**config.mk**
```make
export PLATFORM = sky130hd
export DESIGN_NAME = cmc_top
export DESIGN_NICKNAME = d
export VERILOG_FILES = /design/src/rtl/cmc_pkg.sv /design/src/rtl/cmc_phase_sum.sv /design/src/rtl/cmc_top.sv
export SDC_FILE = /design/constraint.sdc
export NUM_CORES = 1
export LEC_CHECK = 0
export BUFFER_PORTS_ARGS = -buffer_cell sky130_fd_sc_hd__buf_4
export CELL_PAD_IN_SITES_DETAIL_PLACEMENT = 1
export CELL_PAD_IN_SITES_GLOBAL_PLACEMENT = 2
export CORE_UTILIZATION = 35
export DETAILED_ROUTE_END_ITERATION = 16
export PLACE_DENSITY_LB_ADDON = 0.12
export SLEW_MARGIN = 10
export SYNTH_ARGS = -nofsm -noshare
export SYNTH_HDL_FRONTEND = slang
export SYNTH_HIERARCHICAL = 1
export SYNTH_SLANG_ARGS = --single-unit
```
**constraint.sdc**
```tcl
create_clock -name clk_i -period 16.95 [get_ports clk_i]
set_clock_uncertainty 0.15 [all_clocks]
set_input_delay 3.39 -clock clk_i [delete_from_list [all_inputs] [get_ports clk_i]]
set_output_delay 3.39 -clock clk_i [all_outputs]
set_load 0.05 [all_outputs]
```
**src/rtl/cmc_pkg.sv**
```systemverilog
// Purpose: Constants and types for the computation mode configuration register.
// Assumes: One 16-bit register on the host register port, main clock domain only.
// Notes: The register sits at its printed offset on the host register port.
// Overview of operation
// RL1: Bits 2:0 pick phases A, B, C summed into pulse output one, all set after reset.
// RL2: Bits 5:3 pick phases A, B, C summed into pulse output two, all set after reset.
// RL3: Bits 8:6 pick phases A, B, C summed into pulse output three, all set after reset.
// RL4: Bits 10:9 pick the angle measurement: V-to-I, V-to-V, I-to-I or none, 00 after reset.
// RL5: Bit 11 set makes phase A use the nominal voltage value instead of its measured rms voltage.
// RL6: Bit 12 set makes phase B use the nominal voltage value instead of its measured rms voltage.
// RL7: Bit 13 set makes phase C use the nominal voltage value instead of its measured rms voltage.
// RL8: Software leaves bit 14 at 0 for 50 Hz mains and sets it for 60 Hz mains.
// RL9: Bit 15 is reserved, reads 0 and steers nothing.
// RL10: Each pulse output follows the sum of the power over only its selected phases.
// RL11: A deselected phase adds nothing, and a change applies from the next computation cycle.
package cmc_pkg;
  localparam int unsigned REG_W = 16;
  localparam int unsigned ADDR_W = 16;
  localparam logic [ADDR_W-1:0] COMPUTATION_MODE_CONFIG_ADDR = 16'hE60E;
  localparam logic [REG_W-1:0] COMPUTATION_MODE_CONFIG_RESET = 16'h01FF;
  localparam logic [REG_W-1:0] COMPUTATION_MODE_CONFIG_WMASK = 16'h7FFF;
  localparam int unsigned PULSE1_SEL_LSB = 0;
  localparam int unsigned PULSE2_SEL_LSB = 3;
  localparam int unsigned PULSE3_SEL_LSB = 6;
  localparam int unsigned ANGLE_SEL_LSB = 9;
  localparam int unsigned NOMINAL_EN_LSB = 11;
  localparam int unsigned LINE_FREQ_BIT = 14;
  localparam int unsigned RESERVED_BIT = 15;
  localparam int unsigned NUM_PHASES = 3;
  localparam int unsigned NUM_PULSE_OUTPUTS = 3;

  typedef enum logic [1:0] {
    CMC_ANGLE_VOLT_CURRENT = 2'b00,
    CMC_ANGLE_VOLT_VOLT = 2'b01,
    CMC_ANGLE_CURRENT_CURRENT = 2'b10,
    CMC_ANGLE_NONE = 2'b11
  } cmc_angle_e;

  typedef struct packed {
    logic reserved;
    logic line_frequency_select;
    logic [2:0] nominal_volt_enable;
    cmc_angle_e angle_measure_select;
    logic [2:0] pulse3_phase_select;
    logic [2:0] pulse2_phase_select;
    logic [2:0] pulse1_phase_select;
  } cmc_mode_s;

  typedef struct packed {
    logic volt_current;
    logic volt_volt;
    logic current_current;
  } cmc_angle_s;
endpackage

```
**src/rtl/cmc_phase_sum.sv**
```systemverilog
// Purpose: Sums the power of the selected phases for one pulse output.
// Assumes: Phase powers and the strobe come from logic on the same clock.
// Notes: The sum is taken only on the computation strobe.
`timescale 1ns/1ns
module cmc_phase_sum #(
  parameter int unsigned POWER_W = 24
) (
  input wire logic clk_i,
  input wire logic reset_i,
  input wire logic ce_i,
  input wire logic compute_i,
  input wire logic [cmc_pkg::NUM_PHASES-1:0] phase_select_i,
  input wire logic signed [cmc_pkg::NUM_PHASES-1:0][POWER_W-1:0] phase_power_i,
  output logic signed [POWER_W+1:0] sum_o
);
  import cmc_pkg::*;

  logic signed [POWER_W+1:0] next_sum;

  // A deselected phase is skipped by the select test, so it adds nothing to the sum.
  always_comb begin
    next_sum = sum_o;
    if (compute_i) begin
      next_sum = '0;
      // One element of a signed packed array reads as unsigned, so it is re-signed before widening.
      for (int i = 0; i < NUM_PHASES; i++) begin
        if (phase_select_i[i]) begin // RL11
          next_sum = next_sum + (POWER_W+2)'($signed(phase_power_i[i])); // RL10
        end
      end
    end
  end

  always_ff @(posedge clk_i) begin
    if (reset_i) begin
      sum_o <= '0;
    end else if (ce_i) begin
      sum_o <= next_sum;
    end
  end
endmodule // cmc_phase_sum

```
**src/rtl/cmc_top.sv**
```systemverilog
// Purpose: Computation mode configuration register and the settings it steers.
// Assumes: Host register port and computation strobe are on clk_i.
// Notes: A write lands at once; sums pick it up on the next computation strobe.
//   The line frequency bit is only carried out; nothing here acts on it.
//   Angle flags stay low for one cycle after reset, until the default decode is registered.
//   Phase powers are summed two bits wider, so three full-scale terms cannot wrap.
//   The clock enable freezes every register, the read port included.
`timescale 1ns/1ns
module cmc_top #(
  parameter int unsigned POWER_W = 24,
  parameter int unsigned VRMS_W = 24
) (
  input wire logic clk_i,
  input wire logic reset_i,
  input wire logic ce_i,
  input wire logic [cmc_pkg::ADDR_W-1:0] reg_addr_i,
  input wire logic [cmc_pkg::REG_W-1:0] reg_wdata_i,
  input wire logic reg_write_i,
  input wire logic reg_read_i,
  output logic [cmc_pkg::REG_W-1:0] reg_rdata_o,
  output logic reg_rvalid_o,
  input wire logic compute_i,
  input wire logic signed [cmc_pkg::NUM_PHASES-1:0][POWER_W-1:0] phase_power_i,
  input wire logic [cmc_pkg::NUM_PHASES-1:0][VRMS_W-1:0] phase_vrms_i,
  input wire logic [VRMS_W-1:0] nominal_voltage_value_i,
  output logic [cmc_pkg::NUM_PHASES-1:0][VRMS_W-1:0] apparent_vrms_o,
  output logic signed [cmc_pkg::NUM_PULSE_OUTPUTS-1:0][POWER_W+1:0] pulse_sum_o,
  output cmc_pkg::cmc_mode_s mode_o,
  output cmc_pkg::cmc_angle_s angle_measure_o,
  output logic line_frequency_select_o
);
  import cmc_pkg::*;

  // Register state and the raw word view of it.
  cmc_mode_s mode;
  cmc_mode_s next_mode;
  logic [REG_W-1:0] mode_word;
  logic write_hit;
  logic [REG_W-1:0] write_value;

  // Read port.
  logic read_hit;
  logic [REG_W-1:0] next_rdata;
  logic next_rvalid;

  // Registered copies and decoded settings.
  cmc_mode_s next_mode_copy;
  logic next_line_freq;
  cmc_angle_s next_angle;
  logic [NUM_PHASES-1:0] nominal_enable;
  logic [NUM_PHASES-1:0][VRMS_W-1:0] next_vrms;
  logic [NUM_PULSE_OUTPUTS-1:0][NUM_PHASES-1:0] pulse_select;

  // Address decode, shared by the write path and the read path.
  function automatic logic hit(
    input logic [ADDR_W-1:0] addr
  );
    hit = (addr == COMPUTATION_MODE_CONFIG_ADDR);
  endfunction

  // Low bit of the phase select field that feeds one pulse output.
  function automatic int unsigned select_lsb(
    input int unsigned output_index
  );
    case (output_index)
      0: select_lsb = PULSE1_SEL_LSB;
      1: select_lsb = PULSE2_SEL_LSB;
      2: select_lsb = PULSE3_SEL_LSB;
      default: select_lsb = PULSE1_SEL_LSB;
    endcase
  endfunction

  // A three-bit field cut from the register word, one bit per phase.
  function automatic logic [NUM_PHASES-1:0] phase_field(
    input logic [REG_W-1:0] word,
    input int unsigned lsb
  );
    phase_field = word[lsb +: NUM_PHASES];
  endfunction

  // Code 11 leaves every flag low, so no angle measurement runs.
  function automatic cmc_angle_s decode_angle(
    input cmc_angle_e code
  );
    cmc_angle_s flags;
    flags = '0;
    case (code)
      CMC_ANGLE_VOLT_CURRENT: begin
        flags.volt_current = 1'b1; // RL4
      end
      CMC_ANGLE_VOLT_VOLT: begin
        flags.volt_volt = 1'b1; // RL4
      end
      CMC_ANGLE_CURRENT_CURRENT: begin
        flags.current_current = 1'b1; // RL4
      end
      CMC_ANGLE_NONE: begin
        flags = '0; // RL4
      end
      default: begin
        flags = '0;
      end
    endcase
    decode_angle = flags;
  endfunction

  // The measured value is dropped entirely when the nominal value is enabled.
  function automatic logic [VRMS_W-1:0] pick_vrms(
    input logic use_nominal,
    input logic [VRMS_W-1:0] nominal,
    input logic [VRMS_W-1:0] measured
  );
    if (use_nominal) begin
      pick_vrms = nominal;
    end else begin
      pick_vrms = measured;
    end
  endfunction

  assign mode_word = REG_W'(mode);

  // Bit 15 is masked on write so it stays 0 and steers nothing.
  always_comb begin
    write_hit = reg_write_i && hit(reg_addr_i);
    write_value = reg_wdata_i & COMPUTATION_MODE_CONFIG_WMASK; // RL9
    next_mode = mode;
    if (write_hit) begin
      next_mode = cmc_mode_s'(write_value);
    end
  end

  always_ff @(posedge clk_i) begin
    if (reset_i) begin
      mode <= cmc_mode_s'(COMPUTATION_MODE_CONFIG_RESET); // RL1 RL2 RL3 RL4 RL5 RL6 RL7 RL9
    end else if (ce_i) begin
      mode <= next_mode;
    end
  end

  // The read word is taken before the edge, so a read beside a write returns the old value.
  // Any other address reads as zero with the valid pulse, which lets a host probe safely.
  always_comb begin
    read_hit = reg_read_i && hit(reg_addr_i);
    next_rvalid = reg_read_i;
    next_rdata = reg_rdata_o;
    if (read_hit) begin
      next_rdata = mode_word;
    end else if (reg_read_i) begin
      next_rdata = '0;
    end
  end

  always_ff @(posedge clk_i) begin
    if (reset_i) begin
      reg_rdata_o <= '0;
      reg_rvalid_o <= 1'b0;
    end else if (ce_i) begin
      reg_rdata_o <= next_rdata;
      reg_rvalid_o <= next_rvalid;
    end
  end

  // Decoded settings are registered so that every output leaves a flip-flop.
  always_comb begin
    next_mode_copy = mode;
    next_line_freq = mode_word[LINE_FREQ_BIT]; // RL8
    next_angle = decode_angle(mode.angle_measure_select); // RL4
  end

  always_ff @(posedge clk_i) begin
    if (reset_i) begin
      mode_o <= cmc_mode_s'(COMPUTATION_MODE_CONFIG_RESET);
      line_frequency_select_o <= 1'b0;
      angle_measure_o <= '0;
    end else if (ce_i) begin
      mode_o <= next_mode_copy;
      line_frequency_select_o <= next_line_freq;
      angle_measure_o <= next_angle;
    end
  end

  assign nominal_enable = phase_field(mode_word, NOMINAL_EN_LSB);

  generate
    for (genvar p = 0; p < NUM_PHASES; p++) begin : g_vsel
      assign next_vrms[p] = pick_vrms(nominal_enable[p], nominal_voltage_value_i,
                                      phase_vrms_i[p]); // RL5 RL6 RL7
    end
  endgenerate

  // Apparent voltages track the inputs one clock late on every enabled cycle, strobe or not.
  always_ff @(posedge clk_i) begin
    if (reset_i) begin
      apparent_vrms_o <= '0;
    end else if (ce_i) begin
      apparent_vrms_o <= next_vrms;
    end
  end

  // Selects come from the live register, so a write reaches the first strobe after its edge.
  generate
    for (genvar k = 0; k < NUM_PULSE_OUTPUTS; k++) begin : g_select
      assign pulse_select[k] = phase_field(mode_word, select_lsb(k)); // RL1 RL2 RL3 RL11
    end
  endgenerate

  // Each pulse output has its own adder, so one output's selection never disturbs another.
  generate
    for (genvar k = 0; k < NUM_PULSE_OUTPUTS; k++) begin : g_sum
      cmc_phase_sum #(
        .POWER_W(POWER_W)
      ) u_sum (
        .clk_i(clk_i),
        .reset_i(reset_i),
        .ce_i(ce_i),
        .compute_i(compute_i),
        .phase_select_i(pulse_select[k]), // RL10 RL11
        .phase_power_i(phase_power_i),
        .sum_o(pulse_sum_o[k])
      );
    end
  endgenerate
endmodule // cmc_top

```
== Yosys cells after proc, flatten, opt, wreduce, memory -nomap -nowiden ==
Cells that the tools add are included.

* Flip-flop bits (word level): 200
* Bits in latches: 0
* Memory bits (writable): 0
* Bits in read-only memories: 0
* Word-level logic and storage cells: 62
* Memories: 0

* Add/sub/neg operators: 6
* Multiply operators: 0
* Divide/modulo/power cells: 0
* $lt $le $gt $ge: 0
* Equal/unequal tests: 3
* Shift-type cells: 0
* Multiplexer cells: 23
* Bitwise logic cells: 0
* Reduce and logical (&&, ||, !) cells: 7

{| class="wikitable"
|+ Operator list
! operator !! number
|-
| $mux 26 || 15
|-
| $add 26x24->26 || 6
|-
| $mux 24 || 3
|-
| $mux 16 || 2
|-
| $eq 16x16->1 const B || 1
|-
| $reduce_and 2->1 || 3
|-
| $mux 1 || 3
|-
| $eq 2x1->1 const B || 1
|-
| $eq 2x2->1 const B || 1
|-
| $logic_and 1x1->1 || 2
|-
| $logic_not 2->1 || 1
|-
| $reduce_bool 2->1 || 1
|}

== Logic depth before layout (Yosys ltp) ==
Gate-level depths: netlist of run 1.

* Depth after elaboration: 7
* Gate-level depth with buffers: 27
* Mapped depth without buffers: 23

== By module ==
The synthesis of run 1 kept the hierarchy.

{| class="wikitable"
|+ By module, submodules not included
! module !! instances !! cells an instance !! area an instance (µm²)
|-
| cmc_top || 1 || 532 || 5062.4
|-
| cmc_phase_sum (g_sum[1].u_sum) || 1 || 624 || 4511.8
|-
| cmc_phase_sum (g_sum[0].u_sum) || 1 || 619 || 4495.6
|-
| cmc_phase_sum (g_sum[2].u_sum) || 1 || 602 || 4266.6
|}

== Worst setup path after synthesis of run 1 ==
OpenSTA, ideal clock, no wires.

* Kind: input port to flip-flop
* Start point: input port phase_power_i[0] (netlist name)
* End point: register g_sum[1].u_sum.sum_o[25]
* Setup time: 60 ps
* Data arrival time: 8083 ps
* Required time: 16740 ps
* Slack: 8657 ps
* Cell stages on the path: 21
* Buffers on the path: 0
* Cell sequence: nand2_1 inv_1 ha_1 fa_1 maj3_2 a221o_1 a2111oi_4 nor4_2 or2_0 or3_1 a31o_1 ha_1 a21o_1 a21oi_1 o21ai_0 a41o_1 a21oi_4 nor3_1 a311o_1 a2111oi_2 a311o_1

* Longest elaborated chain between the ends: 7

{| class="wikitable"
|+ RTL lines
! what !! line !! source
|-
| start, declared || cmc_top.sv:23 || <nowiki>input wire logic signed [cmc_pkg::NUM_PHASES-1:0][POWER_W-1:0] phase_power_i,</nowiki>
|-
| $mux 26 (*) || cmc_phase_sum.sv:27 || <nowiki>if (phase_select_i[i]) begin</nowiki>
|-
| $mux 26 (*) || cmc_phase_sum.sv:23 || <nowiki>if (compute_i) begin</nowiki>
|-
| $add 26x24->26 || cmc_phase_sum.sv:28 || <nowiki>next_sum = next_sum + (POWER_W+2)'($signed(phase_power_i[i]));</nowiki>
|-
| $mux 26 (*) || cmc_phase_sum.sv:27 ||
|-
| $mux 26 (*) || cmc_phase_sum.sv:23 ||
|-
| $add 26x24->26 || cmc_phase_sum.sv:28 ||
|-
| $mux 26 (*) || cmc_phase_sum.sv:27 ||
|-
| end signal, assigned || cmc_phase_sum.sv:38 || <nowiki>sum_o <= next_sum;</nowiki>
|-
| end, declared || cmc_phase_sum.sv:14 || <nowiki>output logic signed [POWER_W+1:0] sum_o</nowiki>
|}

Every way passes the cells marked *; elsewhere a longest branch is shown, timed or not. The select of a mux whose other input is x is not followed.
A chain may end at the register's enable or synchronous reset.

== Worst setup path in the final report of run 1 ==
* Start point: input port phase_power_i[0] (netlist name)
* End point: register g_sum[2].u_sum.sum_o[25]

* Longest elaborated chain between the ends: 7

{| class="wikitable"
|+ RTL lines
! what !! line
|-
| $mux 26 (*) || cmc_phase_sum.sv:27
|-
| $mux 26 (*) || cmc_phase_sum.sv:23
|-
| $add 26x24->26 || cmc_phase_sum.sv:28
|-
| $mux 26 (*) || cmc_phase_sum.sv:27
|-
| $mux 26 (*) || cmc_phase_sum.sv:23
|-
| $add 26x24->26 || cmc_phase_sum.sv:28
|-
| $mux 26 (*) || cmc_phase_sum.sv:27
|-
| end signal, assigned || cmc_phase_sum.sv:38
|-
| end, declared || cmc_phase_sum.sv:14
|}

Marks and branches as above.

==> results of run 1 <==
power breakdown:
| group | internal [mW] | switching (mW) |
|---|---|---|
| clock | 0.213 | 0.229 |
| combinational | 0.389 | 0.629 |
| sequential | 0.501 | 0.0197 |
| total | 1.10 | 0.877 |
layout make-up:
| class | count | area share |
|---|---|---|
| Inverter | 97 | 0.01641 |
| Clock inverter | 14 | 0.007107 |
| Clock buffer | 18 | 0.01980 |
| Tap cell | 680 | 0.03836 |
| Multi-Input combinational cell | 1939 | 0.6002 |
| Sequential cell | 199 | 0.1798 |
| Timing Repair Buffer | 407 | 0.1381 |
| Antenna cell | 2 | 0.0002256 |
cells by family after synthesis:
group	after synthesis
compound gates	758
xor+xnor	117
fa+ha+maj	161
buf+inv	240
flops	199
mux	130
other cells	1
simple gates	771
state kept, by name, summed over array words and instances, names as in the netlist:
register,cells
angle_measure_o,3
apparent_vrms_o,72
g_sum.u_sum/sum_o,78
line_frequency_select_o,1
mode,11
mode_o,14
next_line_freq,1
nominal_enable,3
reg_rdata_o,15
reg_rvalid_o,1
metal layers:
| layer | share of wire | vias to the layer above |
|---|---|---|
| met5 | 0 | - |
| met4 | 0.031 | 0 |
| met3 | 0.059 | 84 |
| met2 | 0.48 | 490 |
| met1 | 0.43 | 9436 |
| li1 | - | 9236 |
worst register-to-register path, stage by stage, from the launching register on:
cell and delay (ns):
dfxtp_1 0.30, buf_4 0.26, nand2_1 0.16, inv_1 0.05, ha_1 0.23, fa_1 0.49
maj3_2 0.35, a221o_1 0.41, a2111oi_4 0.43, nor4_2 0.16, or2_0 0.26, or3_1 0.32
a31o_1 0.25, ha_1 0.38, a21o_1 0.21, a21oi_1 0.19, o21ai_0 0.13, a41o_1 0.28
a21oi_4 0.17, nor3_1 0.08, a311o_1 0.32, a2111oi_2 0.37, a311o_1 0.16
metrics by stage:
| step | utilization | std cells | hold slack (ns) | worst slack [ns] | cell area (sq um) |
|---|---|---|---|---|---|
| finish | 0.4306 | 3356 | 0.3046 | 8.328 | 22180 |
| global route | 0.4305 | 3354 | 0.3285 | 7.949 | 22180 |
| CTS | 0.4305 | 3354 | 0.3089 | 8.431 | 22180 |
| detailed placement | 0.4189 | 3322 | 0.2968 | 7.904 | 21580 |
| global placement | 0.4189 | 3322 | 0.2890 | 7.938 | 21580 |
| floorplan | - | 2378 | 0.3070 | 8.657 | 18340 |
placed cells by master, fill, tap and decap left out, types with 14 or more instances in the layout:
cell type	count
nand2b_1	25
o211ai_1	35
o21ai_0	110
a21oi_1	193
inv_1	97
mux2i_1	116
nor2b_1	17
a211o_1	20
xor2_1	27
a21o_1	71
o21bai_1	20
a211oi_1	122
dfxtp_1	195
nor2_1	230
o21a_1	22
clkbuf_16	17
nand4_1	27
ha_1	141
a31oi_1	18
and2_1	56
nor3_1	49
nand3_1	51
xnor2_1	89
buf_4	405
nand2_1	227
mux2_2	14
path summary, 6_finish.rpt:
path	depth (start not counted)	endpoint	startpoint
min	2	g_sum[2].u_sum/sum_o[9]$_SDFFE_PP0P_	g_sum[2].u_sum/sum_o[9]$_SDFFE_PP0P_
min reg2reg	2	g_sum[2].u_sum/sum_o[9]$_SDFFE_PP0P_	g_sum[2].u_sum/sum_o[9]$_SDFFE_PP0P_
max reg2reg	22	g_sum[1].u_sum/sum_o[25]$_SDFFE_PP0P_	mode[3]$_SDFFE_PP1P_
max	23	g_sum[2].u_sum/sum_o[25]$_SDFFE_PP0P_	phase_power_i[0]
==> reports/qor.csv, run 1 <==
stage;metric;value;unit
global_routing;grt-busiest-layer;met2;
clock_tree;clock_tree.buffer_depth;2;
critical_path;crit_buf_inv;3;
synthesis;ys_ff_latch;199;
synthesis;synth_simple_gate_area_frac;0.2031;
routing;route.detailed.drc;0;
layout;register_area;3989;sq um
synthesis;synth_top_family_by_area;compound AO/OA/AOI/OAI gates;
run;maxCapViolations;0;
synthesis;synth_common_cells;nor2_1 (230), nand2_1 (227), dfxtp_1 (199);
layout;fin_nets;3014;
synthesis;synth_edf_count;0;
power_and_ir_drop;p_leak;9.760;nW
timing;tightest_slew;1.012;ns
clock_tree;post_cts_resized;0;
synthesis;synthMuxAreaShare;0.07192;
placed_design;post-dp-hpwl;63.18;mm
min_path;min_path_type;reg2reg;
global_routing;grt.met2_usage;0.5109;
die;rows;83;
timing;slew_violations;0;
clock_tree;cts_made_buffers;17;
critical_path;cp_slowest_cell;a32oi_1;
synthesis;synth_cells;2377;
clock_tree;root_buffer;clkbuf_16;
critical_path;critical_path.startpoint_type;input port;
synthesis;yosysMostFrequentCell;nor2_1;
routing;drtPass1Iterations;5;
layout;fillers;6403;
global_routing;antenna_found_initial;3;
global_routing;grt_max_degree;103;
critical_path;path_cells;buf_4 > nand2_1 > inv_1 > ha_1 > fa_1 > maj3_1 > a32oi_1 > o21ai_2 > a211oi_1 > o41ai_2 > xnor2_1 > a21oi_1 > inv_1 > ha_1 > nand2_1 > nor2_1 > o211ai_1 > o211ai_1 > o311ai_0 > mux2i_1 > o311ai_0 > xnor2_1 > a21oi_1;
die;io_pins;393;
global_routing;grt.met3_usage;0.07127;
routing;ant_nets;0;
routing;via_count;19246;
synthesis;yosys.cell_types.count;113;
global_routing;grt_pass1_vias;19769;
synthesis;synth_compound_area_frac;0.2836;
timing;fmaxAchievable;116.0;MHz
critical_path;arrival;8.84;ns
synthesis;syn-cell-area;18340;sq um
layout;drive_gt1_frac;0.1967;
synthesis;yosysSeqAreaShare;0.2173;
routing;drt_wl_total;80.36;mm
critical_path;worst_setup_path_end_kind;flip-flop;
routing;avgViaCountPerCell;5.735;
timing;min_period_over_period;0.5087;
synthesis;synth_area_per_cell;7.714;sq um
clock_tree;holdBufCountCts;0;
global_routing;met1_usage;0.3608;
clock_tree;clkTransAtPathRegs;0.09;ns
critical_path;critPathRequiredTime;17.17;ns
synthesis;netlist_top_cells_area;dfxtp_1 (22%), ha_1 (9.6%), mux2i_1 (6.3%), a21oi_1 (5.3%), a211oi_1 (5.0%);
routing;wl_per_cell;23.94;um
clock_tree;clock_sinks;199;
global_routing;gr-total-overflow;0;
timing;hold_viol_final;0;
routing;first_iter_violations;996;
power_and_ir_drop;worst_ir_drop_vdd;81.73;uV
timing;final.setup.tns;0;ns
synthesis;synthArstFlopShare;0;
die;core;51510;sq um
synthesis;yosys.area.top_type;dfxtp_1;
placed_design;io_buffers;389;
die;die_w;230.9;um
power_and_ir_drop;p_per_area;89.30;nW/um^2
power_and_ir_drop;power;1.981;mW
critical_path;slowest_delay;0.50;ns
clock_tree;clk_latency;0.49;ns
timing;rsz0062_at_grt;no;
synthesis;synth_xor_area_frac;0.05629;
die;initial_utilization;0.3560;
placed_design;place_congestion;0.9204;
timing;period_minus_slack;8.622;ns
layout;multi_input_area;13310;sq um
synthesis;ys.flop_type;dfxtp_1;
timing;finalSetupViolations;0;
timing;max_slew_margin;0.3250;
clock_tree;post-cts-setup-buffer-count;0;
synthesis;synth.top_cell.area_share;0.2173;
layout;area_delta_synth_final;20.97;%
critical_path;r2r_setup_slack;10.82;ns
critical_path;crit_family;compound AO/OA/AOI/OAI gates;
synthesis;synthAdderAreaFrac;0.1107;
run_status;status;complete, no violations;
clock_tree;cts_tree;done;
global_routing;grt_pass1_wl;120.7;mm
synthesis;yosys_warnings;6;
die;die_area;53310;sq um
clock_tree;htreeDepth;4;
critical_path;crit_fanout;5;
global_routing;grtUsageTotal;0.2981;
critical_path;worstSetupPathType;in2reg;
die;dieHeight;230.9;um
No activity file was read; power rests on OpenSTA's default activity.
==> run 2, diff against run 1 <==
--- a/config.mk
+++ b/config.mk
@@ -8,7 +8,7 @@
 export BUFFER_PORTS_ARGS = -buffer_cell sky130_fd_sc_hd__buf_4
 export CELL_PAD_IN_SITES_DETAIL_PLACEMENT = 1
 export CELL_PAD_IN_SITES_GLOBAL_PLACEMENT = 2
-export CORE_UTILIZATION = 35
+export CORE_UTILIZATION = 32
 export DETAILED_ROUTE_END_ITERATION = 16
 export PLACE_DENSITY_LB_ADDON = 0.12
 export SLEW_MARGIN = 10
==> constraint.sdc (replaced) <==
create_clock -name clk_i -period 8.58 [get_ports clk_i]
set_clock_uncertainty 0.15 [all_clocks]
set_input_delay 1.716 -clock clk_i [delete_from_list [all_inputs] [get_ports clk_i]]
set_output_delay 1.716 -clock clk_i [all_outputs]
set_load 0.05 [all_outputs]
==> run 2 against run 1 <==
  * Routed wire length up 0.24%
  * Sequential share of layout area down 0.081 points
  * Clock power up 92%
  * Register-to-register slack worse by 8.3 ns
  * Critical path type unchanged
  * Largest cell class unchanged
  * Largest power group unchanged
==> reports/qor.csv, run 2 (synthesis results as in run 1) <==
stage;metric;value;unit
run_status;status;complete, no violations;
layout;top_register;g_sum.u_sum/sum_o;
placed_design;place_inst;3395;
critical_path;crit_fanout;6;
layout;layout_common_cells;buf_4 (401), nor2_1 (230), nand2_1 (227);
timing;period_minus_slack;6.768;ns
power_and_ir_drop;worst_ir_drop_vdd;159.3;uV
timing;slew_violations;0;
timing;final.setup.tns;0;ns
critical_path;r2r-start;mode[0]$_SDFFE_PP1P_;
die;dieHeight;241.4;um
min_path;min_path_cells;2;
critical_path;worst_setup_path_end_kind;flip-flop;
timing;min_period_over_period;0.7888;
critical_path;slowest_delay;0.48;ns
die;initial_utilization;0.3246;
critical_path;path_cells;buf_4 > nand2_1 > inv_1 > ha_1 > fa_1 > maj3_2 > a221o_1 > a2111oi_4 > nor4_2 > or2_0 > or3_1 > a31o_1 > ha_1 > a21o_1 > a21oi_1 > o21ai_0 > a41o_1 > a21oi_4 > nor3_1 > a311o_1 > a2111oi_2 > a311o_1;
min_path;min_path_type;reg2reg;
clock_tree;cts_tree;done;
routing;ant_nets;0;
critical_path;crit_family;compound AO/OA/AOI/OAI gates;
die;core;56500;sq um
layout;fin_nets;3011;
global_routing;antenna_found_initial;6;
global_routing;grt_max_degree;116;
timing;tightest_slew;1.004;ns
critical_path;rr_endpoint;g_sum[0].u_sum/sum_o[24]$_SDFFE_PP0P_;
timing;fmaxAchievable;147.8;MHz
clock_tree;clkTransAtPathRegs;0.09;ns
routing;wl_per_cell;23.48;um
clock_tree;cts_made_buffers;17;
critical_path;worstSetupPathType;in2reg;
critical_path;critPathRequiredTime;8.88;ns
die;rows;87;
timing;finalSetupViolations;0;
power_and_ir_drop;p_leak;9.750;nW
global_routing;grt_pass1_vias;19616;
routing;drt_wl_total;80.55;mm
die;io_pins;393;
clock_tree;post_cts_resized;0;
placed_design;io_buffers;389;
global_routing;grtUsageTotal;0.2736;
placed_design;dpl_cell_area;21660;sq um
routing;route.detailed.drc;0;
critical_path;reg2reg_depth;21;
clock_tree;clk_latency;0.50;ns
timing;max_slew_margin;0.3304;
clock_tree;htreeDepth;4;
layout;final_common_cell;buf_4;
global_routing;grt_pass1_wl;119.3;mm
layout;fillers;6839;
placed_design;place_congestion;0.9062;
layout;fin_area;22280;sq um
run;maxCapViolations;0;
die;die_w;241.4;um
clock_tree;post-cts-setup-buffer-count;0;
die;die_area;58260;sq um
global_routing;gr-total-overflow;0;
critical_path;arrival;7.06;ns
power_and_ir_drop;p_per_area;173.4;nW/um^2
layout;area_delta_synth_final;21.52;%
min_path;whs_endpoint;g_sum[0].u_sum/sum_o[2]$_SDFFE_PP0P_;
clock_tree;holdBufCountCts;0;
routing;avgViaCountPerCell;5.572;
placed_design;post-dp-hpwl;63.62;mm
timing;hold_ws;0.3058;ns
routing;first_iter_violations;884;
clock_tree;clock_sinks;199;
layout;drive_gt1_frac;0.1958;
timing;hold_viol_final;0;
critical_path;critical_path.startpoint_type;input port;
clock_tree;clock_tree.buffer_depth;2;
layout;largest_reg_flops;78;
critical_path;r2r_setup_slack;2.53;ns
critical_path;cp_slowest_cell;fa_1;
critical_path;crit_buf_inv;2;
layout;top_regs;g_sum.u_sum/sum_o x78, apparent_vrms_o x72, reg_rdata_o x15;
layout;fin_cells;3430;
clock_tree;root_buffer;clkbuf_16;
routing;via_count;19112;
min_path;worstHoldStart;g_sum[0].u_sum/sum_o[2]$_SDFFE_PP0P_;
timing;rsz0062_at_grt;no;
routing;drtPass1Iterations;5;
## run 2: final cells by class
type / instances / area (sq um) / share of cell area
clock inverters: 15 / 183.9 / 0.008255
diodes: 3 / 7.507 / 0.0003369
repair buffers: 404 / 3053 / 0.1370
multi-input cells: 1939 / 13310 / 0.5975
inverters: 97 / 364.1 / 0.01634
flip-flops and latches: 199 / 3989 / 0.1790
well taps: 756 / 945.9 / 0.04245
clock buffers: 17 / 425.4 / 0.01909
## run 2: how the worst max path moves through the flow
stage / from / depth (start not counted) / slack (ns) / endpoint
final: phase_power_i[0] / 22 / 1.81 / g_sum[1].u_sum/sum_o[25]$_SDFFE_PP0P_
after global routing: phase_power_i[0] / 23 / 1.54 / g_sum[2].u_sum/sum_o[25]$_SDFFE_PP0P_
after floorplan: phase_power_i[0] / 21 / 1.96 / g_sum[1].u_sum/sum_o[25]$_SDFFE_PP0P_
after global placement: phase_power_i[0] / 22 / 1.40 / g_sum[1].u_sum/sum_o[25]$_SDFFE_PP0P_
after CTS: phase_power_i[0] / 22 / 1.86 / g_sum[1].u_sum/sum_o[25]$_SDFFE_PP0P_
after detailed placement: phase_power_i[0] / 22 / 1.31 / g_sum[1].u_sum/sum_o[25]$_SDFFE_PP0P_
## run 2: where the power goes
part / switching (mW) / leakage [nW] / internal (mW) / total (mW)
Sequential: 0.0361 / 1.64 / 0.989 / 1.03
Clock: 0.459 / 0.291 / 0.393 / 0.852
Combinational: 1.22 / 7.82 / 0.768 / 1.99
Total: 1.71 / 9.75 / 2.15 / 3.86
## run 2: through the flow
stage / utilization / total power, mW / worst slack (ns)
after floorplan: - / 2.446 / 1.961
after global placement: 0.3835 / 2.994 / 1.397
after detailed placement: 0.3835 / 3.027 / 1.315
after CTS: 0.3943 / 3.904 / 1.859
after global routing: 0.3943 / 4.116 / 1.538
final: 0.3944 / 3.863 / 1.812
## run 2: worst reg2reg max path: stages, from the launching register on
cell and delay [ns]:
dfxtp_1 0.55, buf_4 0.46, nand2_1 0.17, inv_1 0.08, ha_1 0.31, a21o_4 0.29, maj3_2 0.32, a21oi_2 0.16
o22ai_1 0.13, a211oi_2 0.38, mux2i_1 0.13, or3_4 0.42, ha_1 0.36, and3_1 0.21, a221oi_1 0.36, nor3_1 0.14
a211o_1 0.33, o41ai_2 0.33, o21ai_1 0.14, xor2_1 0.15, a211oi_1 0.28, nor3_1 0.09
## run 2: metal layers
layer  GRT usage  part of all wire  routed length (um)
met3     0.06438             0.064                5132
met1      0.3297              0.42               34050
met5           0           0.00038                  31
met4      0.1218             0.041                3268
met2      0.4608              0.47               38060
